### config.mk
export PLATFORM = sky130hd
export DESIGN_NAME = ccs_channel
export DESIGN_NICKNAME = d
export VERILOG_FILES = /design/src/hdl/ccs_channel.v /design/src/hdl/ccs_sync2.v
export VERILOG_INCLUDE_DIRS = /design/src /design/src/hdl
export SDC_FILE = /design/constraint.sdc
export NUM_CORES = 1
export LEC_CHECK = 0
export BUFFER_PORTS_ARGS = -buffer_cell sky130_fd_sc_hd__buf_2
export CAP_MARGIN = 10
export CORE_AREA = 5 5 98 100
export DETAILED_ROUTE_END_ITERATION = 10
export DIE_AREA = 0 0 103 105
export PLACE_DENSITY_LB_ADDON = 0.12
export SYNTH_ARGS = -nofsm -noshare
export SYNTH_HDL_FRONTEND = slang
export SYNTH_SLANG_ARGS = --single-unit
### constraint.sdc
create_clock -name clk_sys -period 4.4 [get_ports clk_sys]
set_input_delay 0 -clock clk_sys [delete_from_list [all_inputs] [get_ports clk_sys]]
set_output_delay 0 -clock clk_sys [all_outputs]
set_load 0.005 [all_outputs]
### src/hdl/ccs_map.vh
// Register offsets, field positions, reset values and mode codes of the capture channel.
// Assumes inclusion by bare name from the design files.
`ifndef CCS_MAP_VH
`define CCS_MAP_VH

// ************************************************************
// Register byte offsets on the register bus
// ************************************************************
`define CCS_OFF_CONTROL    5'h00
`define CCS_OFF_SOURCE     5'h04
`define CCS_OFF_VALUE_LOW  5'h08
`define CCS_OFF_VALUE_HIGH 5'h0c
`define CCS_OFF_IRQ_STATUS 5'h10
`define CCS_OFF_IRQ_ENABLE 5'h14
`define CCS_OFF_IRQ_CLEAR  5'h18

// ************************************************************
// Control fields
// ************************************************************
`define CCS_CTL_ENABLE_BIT 7
`define CCS_CTL_OUT_BIT    5
`define CCS_CTL_FMT_BIT    4
`define CCS_CTL_MODE_HI    3
`define CCS_CTL_MODE_LO    0
`define CCS_CTL_WMASK      8'h9f
`define CCS_CTL_RESET      8'h00
`define CCS_SRC_RESET      3'h0

// ************************************************************
// Mode codes
// ************************************************************
`define CCS_MODE_OFF       4'h0
`define CCS_MODE_PWM       4'hf
`define CCS_MODE_CAP_LO    4'h3
`define CCS_MODE_CAP_HI    4'h7
`define CCS_MODE_CMP_LO    4'h8
`define CCS_MODE_CMP_HI    4'hb
`define CCS_SRC_RESERVED   3'h7

// ************************************************************
// Interrupt status bits
// ************************************************************
`define CCS_IRQ_CAPTURE    0
`define CCS_IRQ_MATCH      1
`define CCS_IRQ_WIDTH      2

`endif

### src/hdl/ccs_channel.v
// Capture/compare/PWM channel: source select, value bytes and an AXI4-Lite slave.
// Assumes a 16-bit timer on clk_sys and external event sources on pins or other clocks.
//
// Notes on behaviour
// The 3-bit capture source field picks pin, comparator one, two, oscillator, pin change, cell one or two; 111 is reserved.
// The source select register keeps only its low three bits; bits 7 to 3 read zero.
// In capture mode each selected event loads the low value byte from the timer low byte.
// In capture mode each selected event loads the high value byte from the timer high byte.
// In compare mode the low value byte is the compare value's low byte against timer low.
// In compare mode the high value byte is the compare value's high byte against timer high.
// In right-aligned PWM, width bits 7 to 0 come from the whole low value byte.
// In right-aligned PWM, width bits 9 and 8 come from high byte bits 1 and 0; the rest is ignored.
// In left-aligned PWM, width bits 1 and 0 come from low byte bits 7 and 6; the rest is ignored.
// In left-aligned PWM, width bits 9 to 2 come from the whole high value byte.
// Any reset returns the channel registers other than the value bytes to reset values and releases the pin to input.
// A capture updates both value bytes from one timer sample in the same cycle.
// The value bytes stay software readable and writable in every mode and are not reset.
`default_nettype none
`include "ccs_map.vh"

module ccs_channel
(
   input  wire        clk_sys,
   input  wire        rst_n,
   // AXI4-Lite slave
   input  wire [4:0]  s_axi_awaddr,
   input  wire        s_axi_awvalid,
   output reg         s_axi_awready,
   input  wire [31:0] s_axi_wdata,
   input  wire [3:0]  s_axi_wstrb,
   input  wire        s_axi_wvalid,
   output reg         s_axi_wready,
   output reg  [1:0]  s_axi_bresp,
   output reg         s_axi_bvalid,
   input  wire        s_axi_bready,
   input  wire [4:0]  s_axi_araddr,
   input  wire        s_axi_arvalid,
   output reg         s_axi_arready,
   output reg  [31:0] s_axi_rdata,
   output reg  [1:0]  s_axi_rresp,
   output reg         s_axi_rvalid,
   input  wire        s_axi_rready,
   // Timer and event sources
   input  wire [7:0]  timer_one_low_byte,
   input  wire [7:0]  timer_one_high_byte,
   input  wire        channel_mapped_pin,
   input  wire        comparator_one_output,
   input  wire        comparator_two_output,
   input  wire        numeric_oscillator_output,
   input  wire        pin_change_event,
   input  wire        logic_cell_one_out,
   input  wire        logic_cell_two_out,
   // Towards mode engine, PWM timer and pin
   output reg  [9:0]  pulse_width_value,
   output reg  [15:0] compare_value,
   output reg         compare_match,
   output reg         capture_strobe,
   output reg         pin_output_enable,
   output reg         irq
);

   // ************************************************************
   // Register state
   // ************************************************************
   reg  [7:0]  control_q;
   reg  [2:0]  source_q;
   reg  [7:0]  value_low_q;
   reg  [7:0]  value_high_q;
   reg  [2:0]  irq_status_q;
   reg  [2:0]  irq_enable_q;
   reg         src_level_q;
   reg  [4:0]  aw_addr_q;
   reg         aw_have_q;
   reg  [7:0]  w_data_q;
   reg         w_have_q;
   reg         w_lane0_q;
   reg  [7:0]  rd_byte;
   reg         rd_hit;
   reg         src_raw;
   reg         capture_hit;
   wire [6:0]  src_sync;
   wire        enabled;
   wire [3:0]  mode;
   wire        fmt;
   wire        in_capture;
   wire        in_compare;
   wire        in_pwm;
   wire        wr_fire;
   wire        wr_low;
   wire        wr_high;
   wire [9:0]  width_d;
   wire        match_d;
   wire [2:0]  irq_set;

   assign enabled    = control_q[`CCS_CTL_ENABLE_BIT];
   assign mode       = control_q[`CCS_CTL_MODE_HI:`CCS_CTL_MODE_LO];
   assign fmt        = control_q[`CCS_CTL_FMT_BIT];
   assign in_capture = enabled && (mode >= `CCS_MODE_CAP_LO) && (mode <= `CCS_MODE_CAP_HI);
   assign in_compare = enabled && (((mode >= `CCS_MODE_CMP_LO) && (mode <= `CCS_MODE_CMP_HI))
                       || (mode == 4'h1) || (mode == 4'h2));
   assign in_pwm     = enabled && (mode == `CCS_MODE_PWM);

   // ************************************************************
   // Event source synchronisers
   // ************************************************************
   ccs_sync2 u_sync0 (.clk_sys(clk_sys), .rst_n(rst_n), .din(channel_mapped_pin),
                      .dout(src_sync[0]));
   ccs_sync2 u_sync1 (.clk_sys(clk_sys), .rst_n(rst_n), .din(comparator_one_output),
                      .dout(src_sync[1]));
   ccs_sync2 u_sync2 (.clk_sys(clk_sys), .rst_n(rst_n), .din(comparator_two_output),
                      .dout(src_sync[2]));
   ccs_sync2 u_sync3 (.clk_sys(clk_sys), .rst_n(rst_n), .din(numeric_oscillator_output),
                      .dout(src_sync[3]));
   ccs_sync2 u_sync4 (.clk_sys(clk_sys), .rst_n(rst_n), .din(pin_change_event),
                      .dout(src_sync[4]));
   ccs_sync2 u_sync5 (.clk_sys(clk_sys), .rst_n(rst_n), .din(logic_cell_one_out),
                      .dout(src_sync[5]));
   ccs_sync2 u_sync6 (.clk_sys(clk_sys), .rst_n(rst_n), .din(logic_cell_two_out),
                      .dout(src_sync[6]));

   // Source multiplexer; the reserved code selects nothing
   always @*
   begin
      case (source_q)
         3'h0:    src_raw = src_sync[0];
         3'h1:    src_raw = src_sync[1];
         3'h2:    src_raw = src_sync[2];
         3'h3:    src_raw = src_sync[3];
         3'h4:    src_raw = src_sync[4];
         3'h5:    src_raw = src_sync[5];
         3'h6:    src_raw = src_sync[6];
         default: src_raw = 1'b0;
      endcase
   end

   // Capture edge decode per capture mode code
   always @*
   begin
      case (mode)
         4'h3:    capture_hit = src_raw && !src_level_q;
         4'h4:    capture_hit = !src_raw && src_level_q;
         4'h5:    capture_hit = src_raw && !src_level_q;
         4'h6:    capture_hit = src_raw && !src_level_q;
         4'h7:    capture_hit = src_raw && !src_level_q;
         default: capture_hit = 1'b0;
      endcase
      capture_hit = capture_hit && in_capture;
   end

   // ************************************************************
   // Pulse width and compare
   // ************************************************************
   // Alignment picks which bits of the value bytes form the width
   assign width_d = fmt ? {value_high_q, value_low_q[7:6]}
                        : {value_high_q[1:0], value_low_q};
   assign match_d = in_compare && (timer_one_low_byte == value_low_q)
                    && (timer_one_high_byte == value_high_q);
   assign irq_set = {in_pwm && (width_d == 10'h000), match_d && !compare_match, capture_hit};

   // ************************************************************
   // Bus write path
   // ************************************************************
   assign wr_fire = aw_have_q && w_have_q && !s_axi_bvalid;
   assign wr_low  = wr_fire && w_lane0_q && (aw_addr_q == `CCS_OFF_VALUE_LOW);
   assign wr_high = wr_fire && w_lane0_q && (aw_addr_q == `CCS_OFF_VALUE_HIGH);

   // Address and data are latched independently so either may come first
   always @(posedge clk_sys or negedge rst_n)
   begin
      if (!rst_n)
      begin
         aw_addr_q     <= 5'h00;
         aw_have_q     <= 1'b0;
         w_data_q      <= 8'h00;
         w_lane0_q     <= 1'b0;
         w_have_q      <= 1'b0;
         s_axi_awready <= 1'b0;
         s_axi_wready  <= 1'b0;
         s_axi_bvalid  <= 1'b0;
         s_axi_bresp   <= 2'h0;
      end
      else
      begin
         s_axi_awready <= !aw_have_q && !s_axi_awready && s_axi_awvalid;
         s_axi_wready  <= !w_have_q && !s_axi_wready && s_axi_wvalid;
         if (s_axi_awvalid && s_axi_awready)
         begin
            aw_addr_q <= {s_axi_awaddr[4:2], 2'b00};
            aw_have_q <= 1'b1;
         end
         if (s_axi_wvalid && s_axi_wready)
         begin
            w_data_q  <= s_axi_wdata[7:0];
            w_lane0_q <= s_axi_wstrb[0];
            w_have_q  <= 1'b1;
         end
         if (wr_fire)
         begin
            aw_have_q    <= 1'b0;
            w_have_q     <= 1'b0;
            s_axi_bvalid <= 1'b1;
            case (aw_addr_q)
               `CCS_OFF_CONTROL, `CCS_OFF_SOURCE, `CCS_OFF_VALUE_LOW, `CCS_OFF_VALUE_HIGH,
               `CCS_OFF_IRQ_STATUS, `CCS_OFF_IRQ_ENABLE, `CCS_OFF_IRQ_CLEAR:
                  s_axi_bresp <= 2'h0;
               default:
                  s_axi_bresp <= 2'h2;
            endcase
         end
         else if (s_axi_bvalid && s_axi_bready)
            s_axi_bvalid <= 1'b0;
      end
   end

   // Control, source select, interrupt registers; set beats clear
   always @(posedge clk_sys or negedge rst_n)
   begin
      if (!rst_n)
      begin
         control_q    <= `CCS_CTL_RESET;
         source_q     <= `CCS_SRC_RESET;
         irq_status_q <= 3'h0;
         irq_enable_q <= 3'h0;
         src_level_q  <= 1'b0;
      end
      else
      begin
         src_level_q <= src_raw;
         if (wr_fire && w_lane0_q && (aw_addr_q == `CCS_OFF_CONTROL))
            control_q <= (w_data_q & `CCS_CTL_WMASK) | (control_q & ~`CCS_CTL_WMASK);
         if (wr_fire && w_lane0_q && (aw_addr_q == `CCS_OFF_SOURCE))
            source_q <= w_data_q[2:0];
         if (wr_fire && w_lane0_q && (aw_addr_q == `CCS_OFF_IRQ_ENABLE))
            irq_enable_q <= w_data_q[2:0];
         if (wr_fire && w_lane0_q && (aw_addr_q == `CCS_OFF_IRQ_CLEAR))
            irq_status_q <= (irq_status_q & ~w_data_q[2:0]) | irq_set;
         else
            irq_status_q <= irq_status_q | irq_set;
         control_q[`CCS_CTL_OUT_BIT] <= compare_match;
      end
   end

   // Value bytes: no reset, capture wins over a same-cycle software write
   always @(posedge clk_sys)
   begin
      if (capture_hit)
      begin
         value_low_q  <= timer_one_low_byte;
         value_high_q <= timer_one_high_byte;
      end
      else
      begin
         if (wr_low)
            value_low_q <= w_data_q;
         if (wr_high)
            value_high_q <= w_data_q;
      end
   end

   // ************************************************************
   // Bus read path
   // ************************************************************
   always @*
   begin
      rd_hit = 1'b1;
      case ({s_axi_araddr[4:2], 2'b00})
         `CCS_OFF_CONTROL:    rd_byte = control_q;
         `CCS_OFF_SOURCE:     rd_byte = {5'h00, source_q};
         `CCS_OFF_VALUE_LOW:  rd_byte = value_low_q;
         `CCS_OFF_VALUE_HIGH: rd_byte = value_high_q;
         `CCS_OFF_IRQ_STATUS: rd_byte = {5'h00, irq_status_q};
         `CCS_OFF_IRQ_ENABLE: rd_byte = {5'h00, irq_enable_q};
         `CCS_OFF_IRQ_CLEAR:  rd_byte = 8'h00;
         default:
         begin
            rd_byte = 8'h00;
            rd_hit  = 1'b0;
         end
      endcase
   end

   // One read answered per handshake, rdata held until taken
   always @(posedge clk_sys or negedge rst_n)
   begin
      if (!rst_n)
      begin
         s_axi_arready <= 1'b0;
         s_axi_rvalid  <= 1'b0;
         s_axi_rdata   <= 32'h0000_0000;
         s_axi_rresp   <= 2'h0;
      end
      else
      begin
         s_axi_arready <= !s_axi_rvalid && !s_axi_arready && s_axi_arvalid;
         if (s_axi_arvalid && s_axi_arready)
         begin
            s_axi_rvalid <= 1'b1;
            s_axi_rdata  <= {24'h000000, rd_byte};
            s_axi_rresp  <= rd_hit ? 2'h0 : 2'h2;
         end
         else if (s_axi_rvalid && s_axi_rready)
            s_axi_rvalid <= 1'b0;
      end
   end

   // ************************************************************
   // Outputs to the mode engine
   // ************************************************************
   // Registered so every port comes from a flip-flop; pin is input under reset
   always @(posedge clk_sys or negedge rst_n)
   begin
      if (!rst_n)
      begin
         pulse_width_value <= 10'h000;
         compare_value     <= 16'h0000;
         compare_match     <= 1'b0;
         capture_strobe    <= 1'b0;
         pin_output_enable <= 1'b0;
         irq               <= 1'b0;
      end
      else
      begin
         pulse_width_value <= in_pwm ? width_d : 10'h000;
         compare_value     <= {value_high_q, value_low_q};
         compare_match     <= match_d;
         capture_strobe    <= capture_hit;
         pin_output_enable <= in_compare || in_pwm;
         irq               <= |(irq_status_q & irq_enable_q);
      end
   end

endmodule // ccs_channel
`default_nettype wire

### src/hdl/ccs_sync2.v
// Two-stage synchroniser for one asynchronous level.
// Assumes the input is a pin or an edge from an unrelated source.
`default_nettype none

module ccs_sync2
(
   input  wire clk_sys,
   input  wire rst_n,
   input  wire din,
   output reg  dout
);

   reg meta_q;

   // First stage is read only by the second stage
   always @(posedge clk_sys or negedge rst_n)
   begin
      if (!rst_n)
      begin
         meta_q <= 1'b0;
         dout   <= 1'b0;
      end
      else
      begin
         meta_q <= din;
         dout   <= meta_q;
      end
   end

endmodule // ccs_sync2
`default_nettype wire

==> results.json, run 1 <==
{
  "overflow": 0,
  "drt-pass1-iter-count": 4,
  "areaGrowthSynthToFinish_pct": 23.2,
  "via_count": 3040,
  "max-slew-margin-rel_pct": 44.8,
  "wl_per_cell_um": 16.1,
  "io_pins": 147,
  "drv_slew": 0,
  "ys_seq_area_share_pct": 59.8,
  "gp_congestion": 0.806,
  "synth.most_common_cell": "dfrtp_1",
  "clk_pin_slew_worst_paths_ns": 0.10,
  "power-per-cell-area_nw_per_um2": 454,
  "crit_fanout": 20,
  "drt_wl_total_um": 9620,
  "crit_path_start_kind": "flip-flop",
  "ant_nets": 0,
  "drv_cap": 0,
  "crit_path_end_kind": "flip-flop",
  "hold_viol_final": 0,
  "slowest_stage": "mux4_2",
  "cts_htree_levels": 3,
  "criticalPathCategory": "reg2reg",
  "fin_crit_sh_pct": 56.7,
  "synth_ff_type": "dfrtp_1",
  "comb_power_share_pct": 22.8,
  "finalCriticalPeriod_ns": 2.49,
  "core_area_sq_um": 8590,
  "synth_area_leaders": "dfrtp_1 49%, edfxtp_1 11%, mux2_1 7.6%",
  "routed_via_density": 5.10,
  "drive_gt1_share_pct": 25.5,
  "die-area_sq_um": 10800,
  "synth_commonest_cells": "90 x dfrtp_1, 31 x mux2_1, 26 x buf_4",
  "tightest_slew_ns": 0.826,
  "clkPwrFrac_pct": 21.2,
  "synth_edf_count": 16,
  "fp.dieH_um": 105,
  "die_w_um": 103,
  "clock_skew_ns": 0.00746,
  "syn_area_sq_um": 4570,
  "num_rows": 34,
  "yosys.area.top_type_share_pct": 49.3,
  "rsz0062_at_grt": "no",
  "timing.hold.ws_ns": 0.111,
  "switchingPower_uw": 792,
  "num-nets-final": 558,
  "vdd_ir_drop_max_mv": 0.293,
  "synth_area_per_cell_sq_um": 13.1,
  "seqPwrFrac_pct": 55.9,
  "power.share.switching_pct": 31.0,
  "antenna_found_initial": 0,
  "start_util_pct": 53.2,
  "cts_setup_buffers": 0,
  "leakage_uw": 0.00266,
  "grt_pass1_vias": 3061,
  "synth_cells": 350,
  "status": "complete, no violations",
  "finalSetupTns_ns": 0,
  "setup_viol_count_final": 0,
  "grt_pass1_wl_um": 15800,
  "cts_root_buf": "clkbuf_8",
  "cts_inserted_buffers": 9,
  "cts_tree": "built",
  "hold_path_class": "in2async",
  "drc": 0,
  "hpwl_um": 6710,
  "cts_max_path_buffers": 2,
  "post_cts_resized": 0,
  "worst-endpoint-arrival_ns": 2.49,
  "required_ns": 4.39,
  "yosys.area.top_type": "dfrtp_1",
  "portBuffers": 89,
  "ys_types": 45,
  "clock_latency_ns": 0.36,
  "hold_buffers": 43,
  "yosys_warnings": 0,
  "cts_sinks": 106,
  "grt_max_degree": 91,
  "async_flop_share_pct": 84.9,
  "gr-usage-all-layers_pct": 18.8,
  "clock.fmax_mhz": 401,
  "drt_iter0_drc": 101,
  "critPathMaxStageDelay_ns": 0.50,
  "crit_path_cell_trace": "nand2b_4 -> mux4_2 -> mux2i_2 -> buf_4 -> o21bai_1",
  "p_int_uw": 1760,
  "synth_seq_cells": 106
}
## power by group through the flow
stage | logic (uW) | registers [uW] | clock network [uW]
floorplan | 462 | 1350 | 0
global placement | 535 | 1440 | 0
detailed placement | 555 | 1450 | 0
CTS | 587 | 1430 | 561
global route | 653 | 1460 | 598
finish | 583 | 1430 | 542
## cells in the final DEF, fill, tap and decap left out, types with 16 or more instances in the layout
master,n
buf_2,88
conb_1,26
dfrtp_1,90
dlygate4sd3_1,43
edfxtp_1,16
mux2_1,31
mux2i_1,20
nand2_1,18
nor2_1,22
xor2_1,16
## cells by family after synthesis
family,after synthesis,synth area share [%]
AOI/OAI and AO/OA,39,5.39
xor gates and xnor gates,16,3.07
buffers and inverters,48,6.57
DFF,106,59.8
muxes,66,16.8
other,1,0.0821
and+or+nand+nor,74,8.24
## critical path: cells and delay by family, from the launching register on
| family | cells | cell delay [ns] |
|---|---|---|
| and+or+nand+nor | 1 | 0.17 |
| AOI/OAI and AO/OA | 1 | 0.44 |
| muxes | 2 | 0.69 |
| DFF | 1 | 0.48 |
| buffers and inverters | 1 | 0.34 |
## final cells by class
class | instances | area [sq um]
timing repair buffer | 134 | 913
sequential | 106 | 2730
clock inverter | 7 | 52.6
clock buffer | 9 | 124
multi-input combinational | 221 | 1630
inverter | 10 | 37.5
antenna | 1 | 2.50
fill | 684 | 2970
tap | 108 | 135
## metrics by stage
step / setup slack [ns] / util [%] / cells / total power [uW] / instance area, sq um
detailed placement: 1.89 / 58.1 / 535 / 2000 / 4990
finish: 1.91 / 65.5 / 596 / 2560 / 5630
CTS: 1.87 / 65.1 / 594 / 2580 / 5600
global placement: 1.89 / 58.1 / 535 / 1980 / 4990
global route: 1.75 / 65.5 / 595 / 2720 / 5630
floorplan: 2.27 / - / 375 / 1810 / 4660
## path summary, 6_finish.rpt
check	startpoint	endpoint	slack (ns)	cells past startpoint
max	source_q[1]	value_high_q[7]	1.91	5
min	rst_n	s_axi_rresp[1]	0.11	2
max reg2reg	source_q[1]	value_high_q[7]	1.91	5
min reg2reg	u_sync4.meta_q	u_sync4.dout	0.35	0
max in group asynchronous	rst_n	control_q[2]	3.67	3
min in group clk_sys	s_axi_araddr[2]	s_axi_rdata[0]	0.11	3
## per-layer routing
| layer | up-vias | global-route usage [%] | wire [um] |
|---|---|---|---|
| met5 | - | 0 | 0 |
| li1 | 1440 | - | - |
| met2 | 89 | 30.2 | 4810 |
| met1 | 1503 | 26.1 | 4180 |
| met4 | 0 | 5.18 | 74 |
| met3 | 8 | 3.26 | 557 |
## sequential cells by signal (all words and copies together) (netlist names), 7 cells and up
| name | flops |
|---|---|
| s_axi_rdata | 8 |
| control_q | 7 |
| compare_value | 16 |
| w_data_q | 8 |
| value_high_q | 8 |
| pulse_width_value | 10 |
| value_low_q | 8 |
Note: power is estimated with default switching activity, not from simulation.
==> run 2: changes to the inputs <==
--- a/config.mk
+++ b/config.mk
@@ -8,9 +8,9 @@
 export LEC_CHECK = 0
 export BUFFER_PORTS_ARGS = -buffer_cell sky130_fd_sc_hd__buf_2
 export CAP_MARGIN = 10
-export CORE_AREA = 5 5 98 100
+export CORE_AREA = 5 5 106 108
 export DETAILED_ROUTE_END_ITERATION = 10
-export DIE_AREA = 0 0 103 105
+export DIE_AREA = 0 0 111 113
 export PLACE_DENSITY_LB_ADDON = 0.12
 export SYNTH_ARGS = -nofsm -noshare
 export SYNTH_HDL_FRONTEND = slang
==> constraint.sdc (replaced) <==
create_clock -name clk_sys -period 2.2 [get_ports clk_sys]
set_input_delay 0 -clock clk_sys [delete_from_list [all_inputs] [get_ports clk_sys]]
set_output_delay 0 -clock clk_sys [all_outputs]
set_load 0.005 [all_outputs]
==> run 2 against run 1 <==
  * Clock skew up 0.0031 ns
  * Register-to-register slack got worse by 1.9 ns
  * Sequential share of layout area decreased by 1.1 points
  * Setup slack worse by 1.9 ns
  * Final area rose by 2.3%
  * Clock power is 100% higher
  * Cell count is 5.5% higher
  * Hold slack got worse by 0.093 ns
  * Die area is 16% higher
  * Count of clock-buffer cells in the layout unchanged
  * Power up 100%
  * Via count is 0.23% lower
==> results.json, run 2 (synthesis results as in run 1) <==
{
  "power-per-cell-area_nw_per_um2": 906,
  "diodes": 0,
  "cts_max_path_buffers": 2,
  "largest_reg_flops": 16,
  "slowest_stage": "mux4_2",
  "critPathMaxStageDelay_ns": 0.53,
  "ant_nets": 0,
  "setup_viol_count_final": 0,
  "worst-path-buf-inv": 1,
  "final_common_cell": "dfrtp_1",
  "clock.fmax_mhz": 457,
  "cts_root_buf": "clkbuf_8",
  "required_ns": 2.32,
  "leakage_uw": 0.00271,
  "whs_endpoint": "s_axi_rresp[1]",
  "status": "complete, no violations",
  "crit_fanout": 10,
  "overflow": 0,
  "io_pins": 147,
  "cts_inserted_buffers": 9,
  "layout_setup_ws_ns": 0.0141,
  "die-area_sq_um": 12500,
  "detailedPlace.worstSlack_ns": -0.0374,
  "cts_setup_buffers": 0,
  "start_util_pct": 45.1,
  "reg2reg_slack_ns": 0.01,
  "criticalPathCategory": "reg2reg",
  "largest_register": "compare_value",
  "finalSetupTns_ns": 0,
  "routed_via_density": 4.82,
  "hold_viol_final": 0,
  "drive_gt1_share_pct": 27.0,
  "wl_per_cell_um": 16.2,
  "largest_registers": "compare_value x16, pulse_width_value x10",
  "worst-endpoint-arrival_ns": 2.31,
  "vdd_ir_drop_max_mv": 0.434,
  "cts_tree": "built",
  "fin_crit_sh_pct": 99.4,
  "clock_skew_ns": 0.0106,
  "gr-usage-all-layers_pct": 16.4,
  "drt-pass1-iter-count": 5,
  "drc": 0,
  "antenna_found_initial": 0,
  "holdPathStages": 3,
  "regToRegStartpoint": "source_q[1]",
  "grt_pass1_vias": 3136,
  "crit_path_cell_trace": "nand2b_4 -> mux4_2 -> mux2i_4 -> clkbuf_16 -> mux2_4",
  "max-slew-margin-rel_pct": 62.2,
  "drv_slew": 0,
  "placed_area_sq_um": 5120,
  "drv_cap": 0,
  "die_w_um": 111,
  "areaGrowthSynthToFinish_pct": 26.0,
  "design_area_sq_um": 5760,
  "cp_top_family": "multiplexers",
  "grt_max_degree": 42,
  "crit_path_end_kind": "flip-flop",
  "hpwl_um": 7220,
  "num-nets-final": 564,
  "hold_path_class": "in2reg",
  "via_count": 3033,
  "rsz0062_at_grt": "yes",
  "gp_congestion": 0.776,
  "min_from": "s_axi_araddr[3]",
  "worstRegToRegCells": 5,
  "fp.dieH_um": 113,
  "timing.rr.end": "value_high_q[0]",
  "grt_pass1_wl_um": 16500,
  "portBuffers": 89,
  "crit_path_start_kind": "flip-flop",
  "cts_sinks": 106,
  "drt_iter0_drc": 128,
  "cts_htree_levels": 3,
  "num_rows": 37,
  "finalCriticalPeriod_ns": 2.19,
  "drt_wl_total_um": 10200,
  "tightest_slew_ns": 0.563,
  "clock_latency_ns": 0.36,
  "fin_util_pct": 56.8,
  "core_area_sq_um": 10100,
  "layout_common_cells": "89 x dfrtp_1, 88 x buf_2, 42 x dlygate4sd3_1",
  "clk_pin_slew_worst_paths_ns": 0.10
}
-- run 2: through the flow --
| stage | instances | hold WS [ns] | total power (uW) |
|---|---|---|---|
| 2_1_floorplan | 375 | -0.296 | 3620 |
| 3_3_place_gp | 570 | 0.0192 | 4040 |
| 3_5_place_dp | 570 | 0.0187 | 4080 |
| 4_1_cts | 628 | 0.00412 | 5240 |
| 5_1_grt | 629 | 0.0187 | 5540 |
| 6_report | 629 | 0.0182 | 5210 |
-- run 2: report_power, final --
group	switching, uW	internal [uW]	total, uW
clock network	674	421	1090
logic	540	745	1290
registers	419	2410	2830
total	1630	3580	5210
-- run 2: layer usage --
metal  track usage, %  wire length (um)  vias up
li1                 -                 -     1450
met1             22.0              4550     1478
met2             27.2              5000       94
met3             3.53               520       11
met4             4.76               142        0
met5                0                 0        -
-- run 2: worst max-delay path by stage --
stage / from / end / slack (ns) / cells after the start
floorplan: source_q[1] / value_high_q[0] / 0.07 / 6
global placement: source_q[1] / value_high_q[2] / 0.02 / 6
detailed placement: source_q[1] / value_high_q[2] / -0.04 / 6
CTS: source_q[1] / value_low_q[0] / 0.003 / 6
global route: source_q[1] / value_low_q[4] / -0.03 / 6
finish: source_q[1] / value_high_q[0] / 0.01 / 5
-- run 2: worst reg2reg max path, cell delays in order (launching register included) --
cell and delay [ns]:
dfrtp_2 0.47, nand2b_4 0.15, mux4_2 0.53, mux2i_4 0.28, clkbuf_16 0.23, mux2_4 0.31
-- run 2: cell type report --
cell class,count,area (sq um)
Fill cell,879,4380
Sequential cell,106,2730
Multi-Input combinational cell,221,1650
Timing Repair Buffer,140,991
Tap cell,136,170
Clock buffer,9,124
Clock inverter,7,52.6
Inverter,10,37.5
-- run 2: repair_timing --
item                                    in CTS  in global routing
endpoints found under the hold margin       83                  0
gates cloned                                 0                  1
endpoints found under the setup margin      19                 21
resized for setup                            3                  1
hold buffers                                42                  0
==> run 3: changes to the inputs <==
--- a/config.mk
+++ b/config.mk
@@ -8,9 +8,9 @@
 export LEC_CHECK = 0
 export BUFFER_PORTS_ARGS = -buffer_cell sky130_fd_sc_hd__buf_2
 export CAP_MARGIN = 10
-export CORE_AREA = 5 5 106 108
+export CORE_AREA = 5 5 98 100
 export DETAILED_ROUTE_END_ITERATION = 10
-export DIE_AREA = 0 0 111 113
+export DIE_AREA = 0 0 103 105
 export PLACE_DENSITY_LB_ADDON = 0.12
 export SYNTH_ARGS = -nofsm -noshare
 export SYNTH_HDL_FRONTEND = slang
==> constraint.sdc (replaced) <==
create_clock -name clk_sys -period 2.7 [get_ports clk_sys]
set_input_delay 0 -clock clk_sys [delete_from_list [all_inputs] [get_ports clk_sys]]
set_output_delay 0 -clock clk_sys [all_outputs]
set_load 0.005 [all_outputs]
==> run 3 against run 2 <==
  * First-iteration DRC count shrank 3.1%
  * Largest cell class unchanged
  * Utilization rose by 8.9 points
  * Clock power down 18%
  * Sequential share of layout area up 0.92 points
  * Highest routed layer unchanged
  * Sequential cell count unchanged
  * Hold slack improved by 0.084 ns
  * Setup slack better by 0.33 ns
==> results.json, run 3 (synthesis results as in run 1) <==
{
  "fp.dieH_um": 105,
  "clock_skew_ns": 0.00900,
  "regToRegStartpoint": "source_q[1]",
  "criticalPathCategory": "reg2reg",
  "grt_pass1_vias": 3047,
  "worst-endpoint-arrival_ns": 2.35,
  "crit_fanout": 8,
  "portBuffers": 89,
  "layout_common_cells": "90 x dfrtp_1, 88 x buf_2, 43 x dlygate4sd3_1",
  "cts_sinks": 106,
  "io_pins": 147,
  "worstRegToRegCells": 4,
  "drt_wl_total_um": 9680,
  "finalSetupTns_ns": 0,
  "fillers": 668,
  "layout_setup_ws_ns": 0.344,
  "cts_max_path_buffers": 2,
  "final_common_cell": "dfrtp_1",
  "vdd_ir_drop_max_mv": 0.406,
  "finalCriticalPeriod_ns": 2.36,
  "clk_pin_slew_worst_paths_ns": 0.10,
  "hpwl_um": 6760,
  "power-per-cell-area_nw_per_um2": 741,
  "start_util_pct": 53.2,
  "antenna_found_initial": 0,
  "cts_root_buf": "clkbuf_8",
  "drc": 0,
  "rsz0062_at_grt": "no",
  "drt_iter0_drc": 124,
  "grt_pass1_wl_um": 15700,
  "die_w_um": 103,
  "timing.rr.end": "value_high_q[3]",
  "setup_viol_count_final": 0,
  "routed_via_density": 5.08,
  "max-slew-margin-rel_pct": 41.3,
  "num-nets-final": 559,
  "reg2reg_slack_ns": 0.34,
  "clock.fmax_mhz": 424,
  "crit_path_start_kind": "flip-flop",
  "num_rows": 34,
  "crit_path_end_kind": "flip-flop",
  "ant_nets": 0,
  "hold_path_class": "in2async",
  "areaGrowthSynthToFinish_pct": 23.5,
  "tightest_slew_ns": 0.878,
  "leakage_uw": 0.00267,
  "drt-pass1-iter-count": 4,
  "fin_crit_sh_pct": 87.3,
  "drv_slew": 0,
  "detailedPlace.worstSlack_ns": 0.314,
  "diodes": 0,
  "largest_register": "compare_value",
  "drive_gt1_share_pct": 25.6,
  "grt_max_degree": 91,
  "cts_tree": "built",
  "cts_inserted_buffers": 9,
  "largest_reg_flops": 16,
  "via_count": 3025,
  "wl_per_cell_um": 16.2,
  "status": "complete, no violations",
  "cts_htree_levels": 3,
  "die-area_sq_um": 10800,
  "hold_viol_final": 0,
  "gr-usage-all-layers_pct": 18.6,
  "gp_congestion": 0.859,
  "overflow": 0,
  "cts_setup_buffers": 0,
  "required_ns": 2.69,
  "largest_registers": "compare_value x16, pulse_width_value x10",
  "clock_latency_ns": 0.36,
  "drv_cap": 0,
  "timing.hold.ws_ns": 0.102,
  "core_area_sq_um": 8590
}
==> run 3: cell types whose count changed in the layout (fill, tap and decap cells not counted), moves of 2 or more <==
cell / before / now
clkinvlp_4: 0 / 2
buf_12: 3 / 1
buf_4: 6 / 2
clkinv_4: 3 / 0
==> run 3: area by class of cell <==
cell class | instances | area, sq um | area share (%)
well taps | 108 | 135 | 2.39
flip-flops and latches | 106 | 2730 | 48.4
clock inverters | 7 | 51.3 | 0.909
clock buffers | 9 | 124 | 2.19
repair buffers | 135 | 933 | 16.5
multi-input cells | 221 | 1630 | 28.9
inverters | 10 | 37.5 | 0.665
==> run 3: timing repair <==
item	CTS	global route
setup endpoints to repair	0	0
endpoints found under the hold margin	134	0
gates resized for setup	0	0
hold buffers	43	0
==> run 3: routing by layer <==
layer	wire length, um	part of all wire [%]	vias up	GRT usage, %
li1	-	-	1433	-
met1	4080	42	1500	25.2
met2	4950	51	84	30.6
met3	536	5.5	8	2.86
met4	110	1.1	0	5.92
met5	0	0	-	0
==> run 3: worst max-delay path by stage <==
stage	cells after the start	end	slack, ns	startpoint
after floorplan	6	value_high_q[0]	0.57	source_q[1]
after global placement	4	value_high_q[6]	0.34	source_q[1]
after detailed placement	4	value_high_q[6]	0.31	source_q[1]
after CTS	4	value_high_q[3]	0.29	source_q[1]
after global routing	4	value_high_q[3]	0.20	source_q[1]
final	4	value_high_q[3]	0.34	source_q[1]
==> run 3: power by group <==
part	switching, uW	internal, uW
combinational	425	575
clock	547	342
sequential	326	1960
total	1300	2880
==> run 3: critical path, stage by stage (launching register included) <==
cell and delay [ns]:
dfrtp_1 0.48, nand2b_4 0.17, mux4_2 0.50, mux2i_2 0.36
o21bai_1 0.46
==> run 3: metrics by stage <==
step | total power, uW | util [%] | instance area, sq um | instances
floorplan | 2950 | - | 4660 | 375
global placement | 3240 | 58.3 | 5010 | 536
detailed placement | 3280 | 58.3 | 5010 | 536
CTS | 4210 | 65.4 | 5620 | 595
global route | 4430 | 65.7 | 5640 | 596
finish | 4180 | 65.7 | 5640 | 596
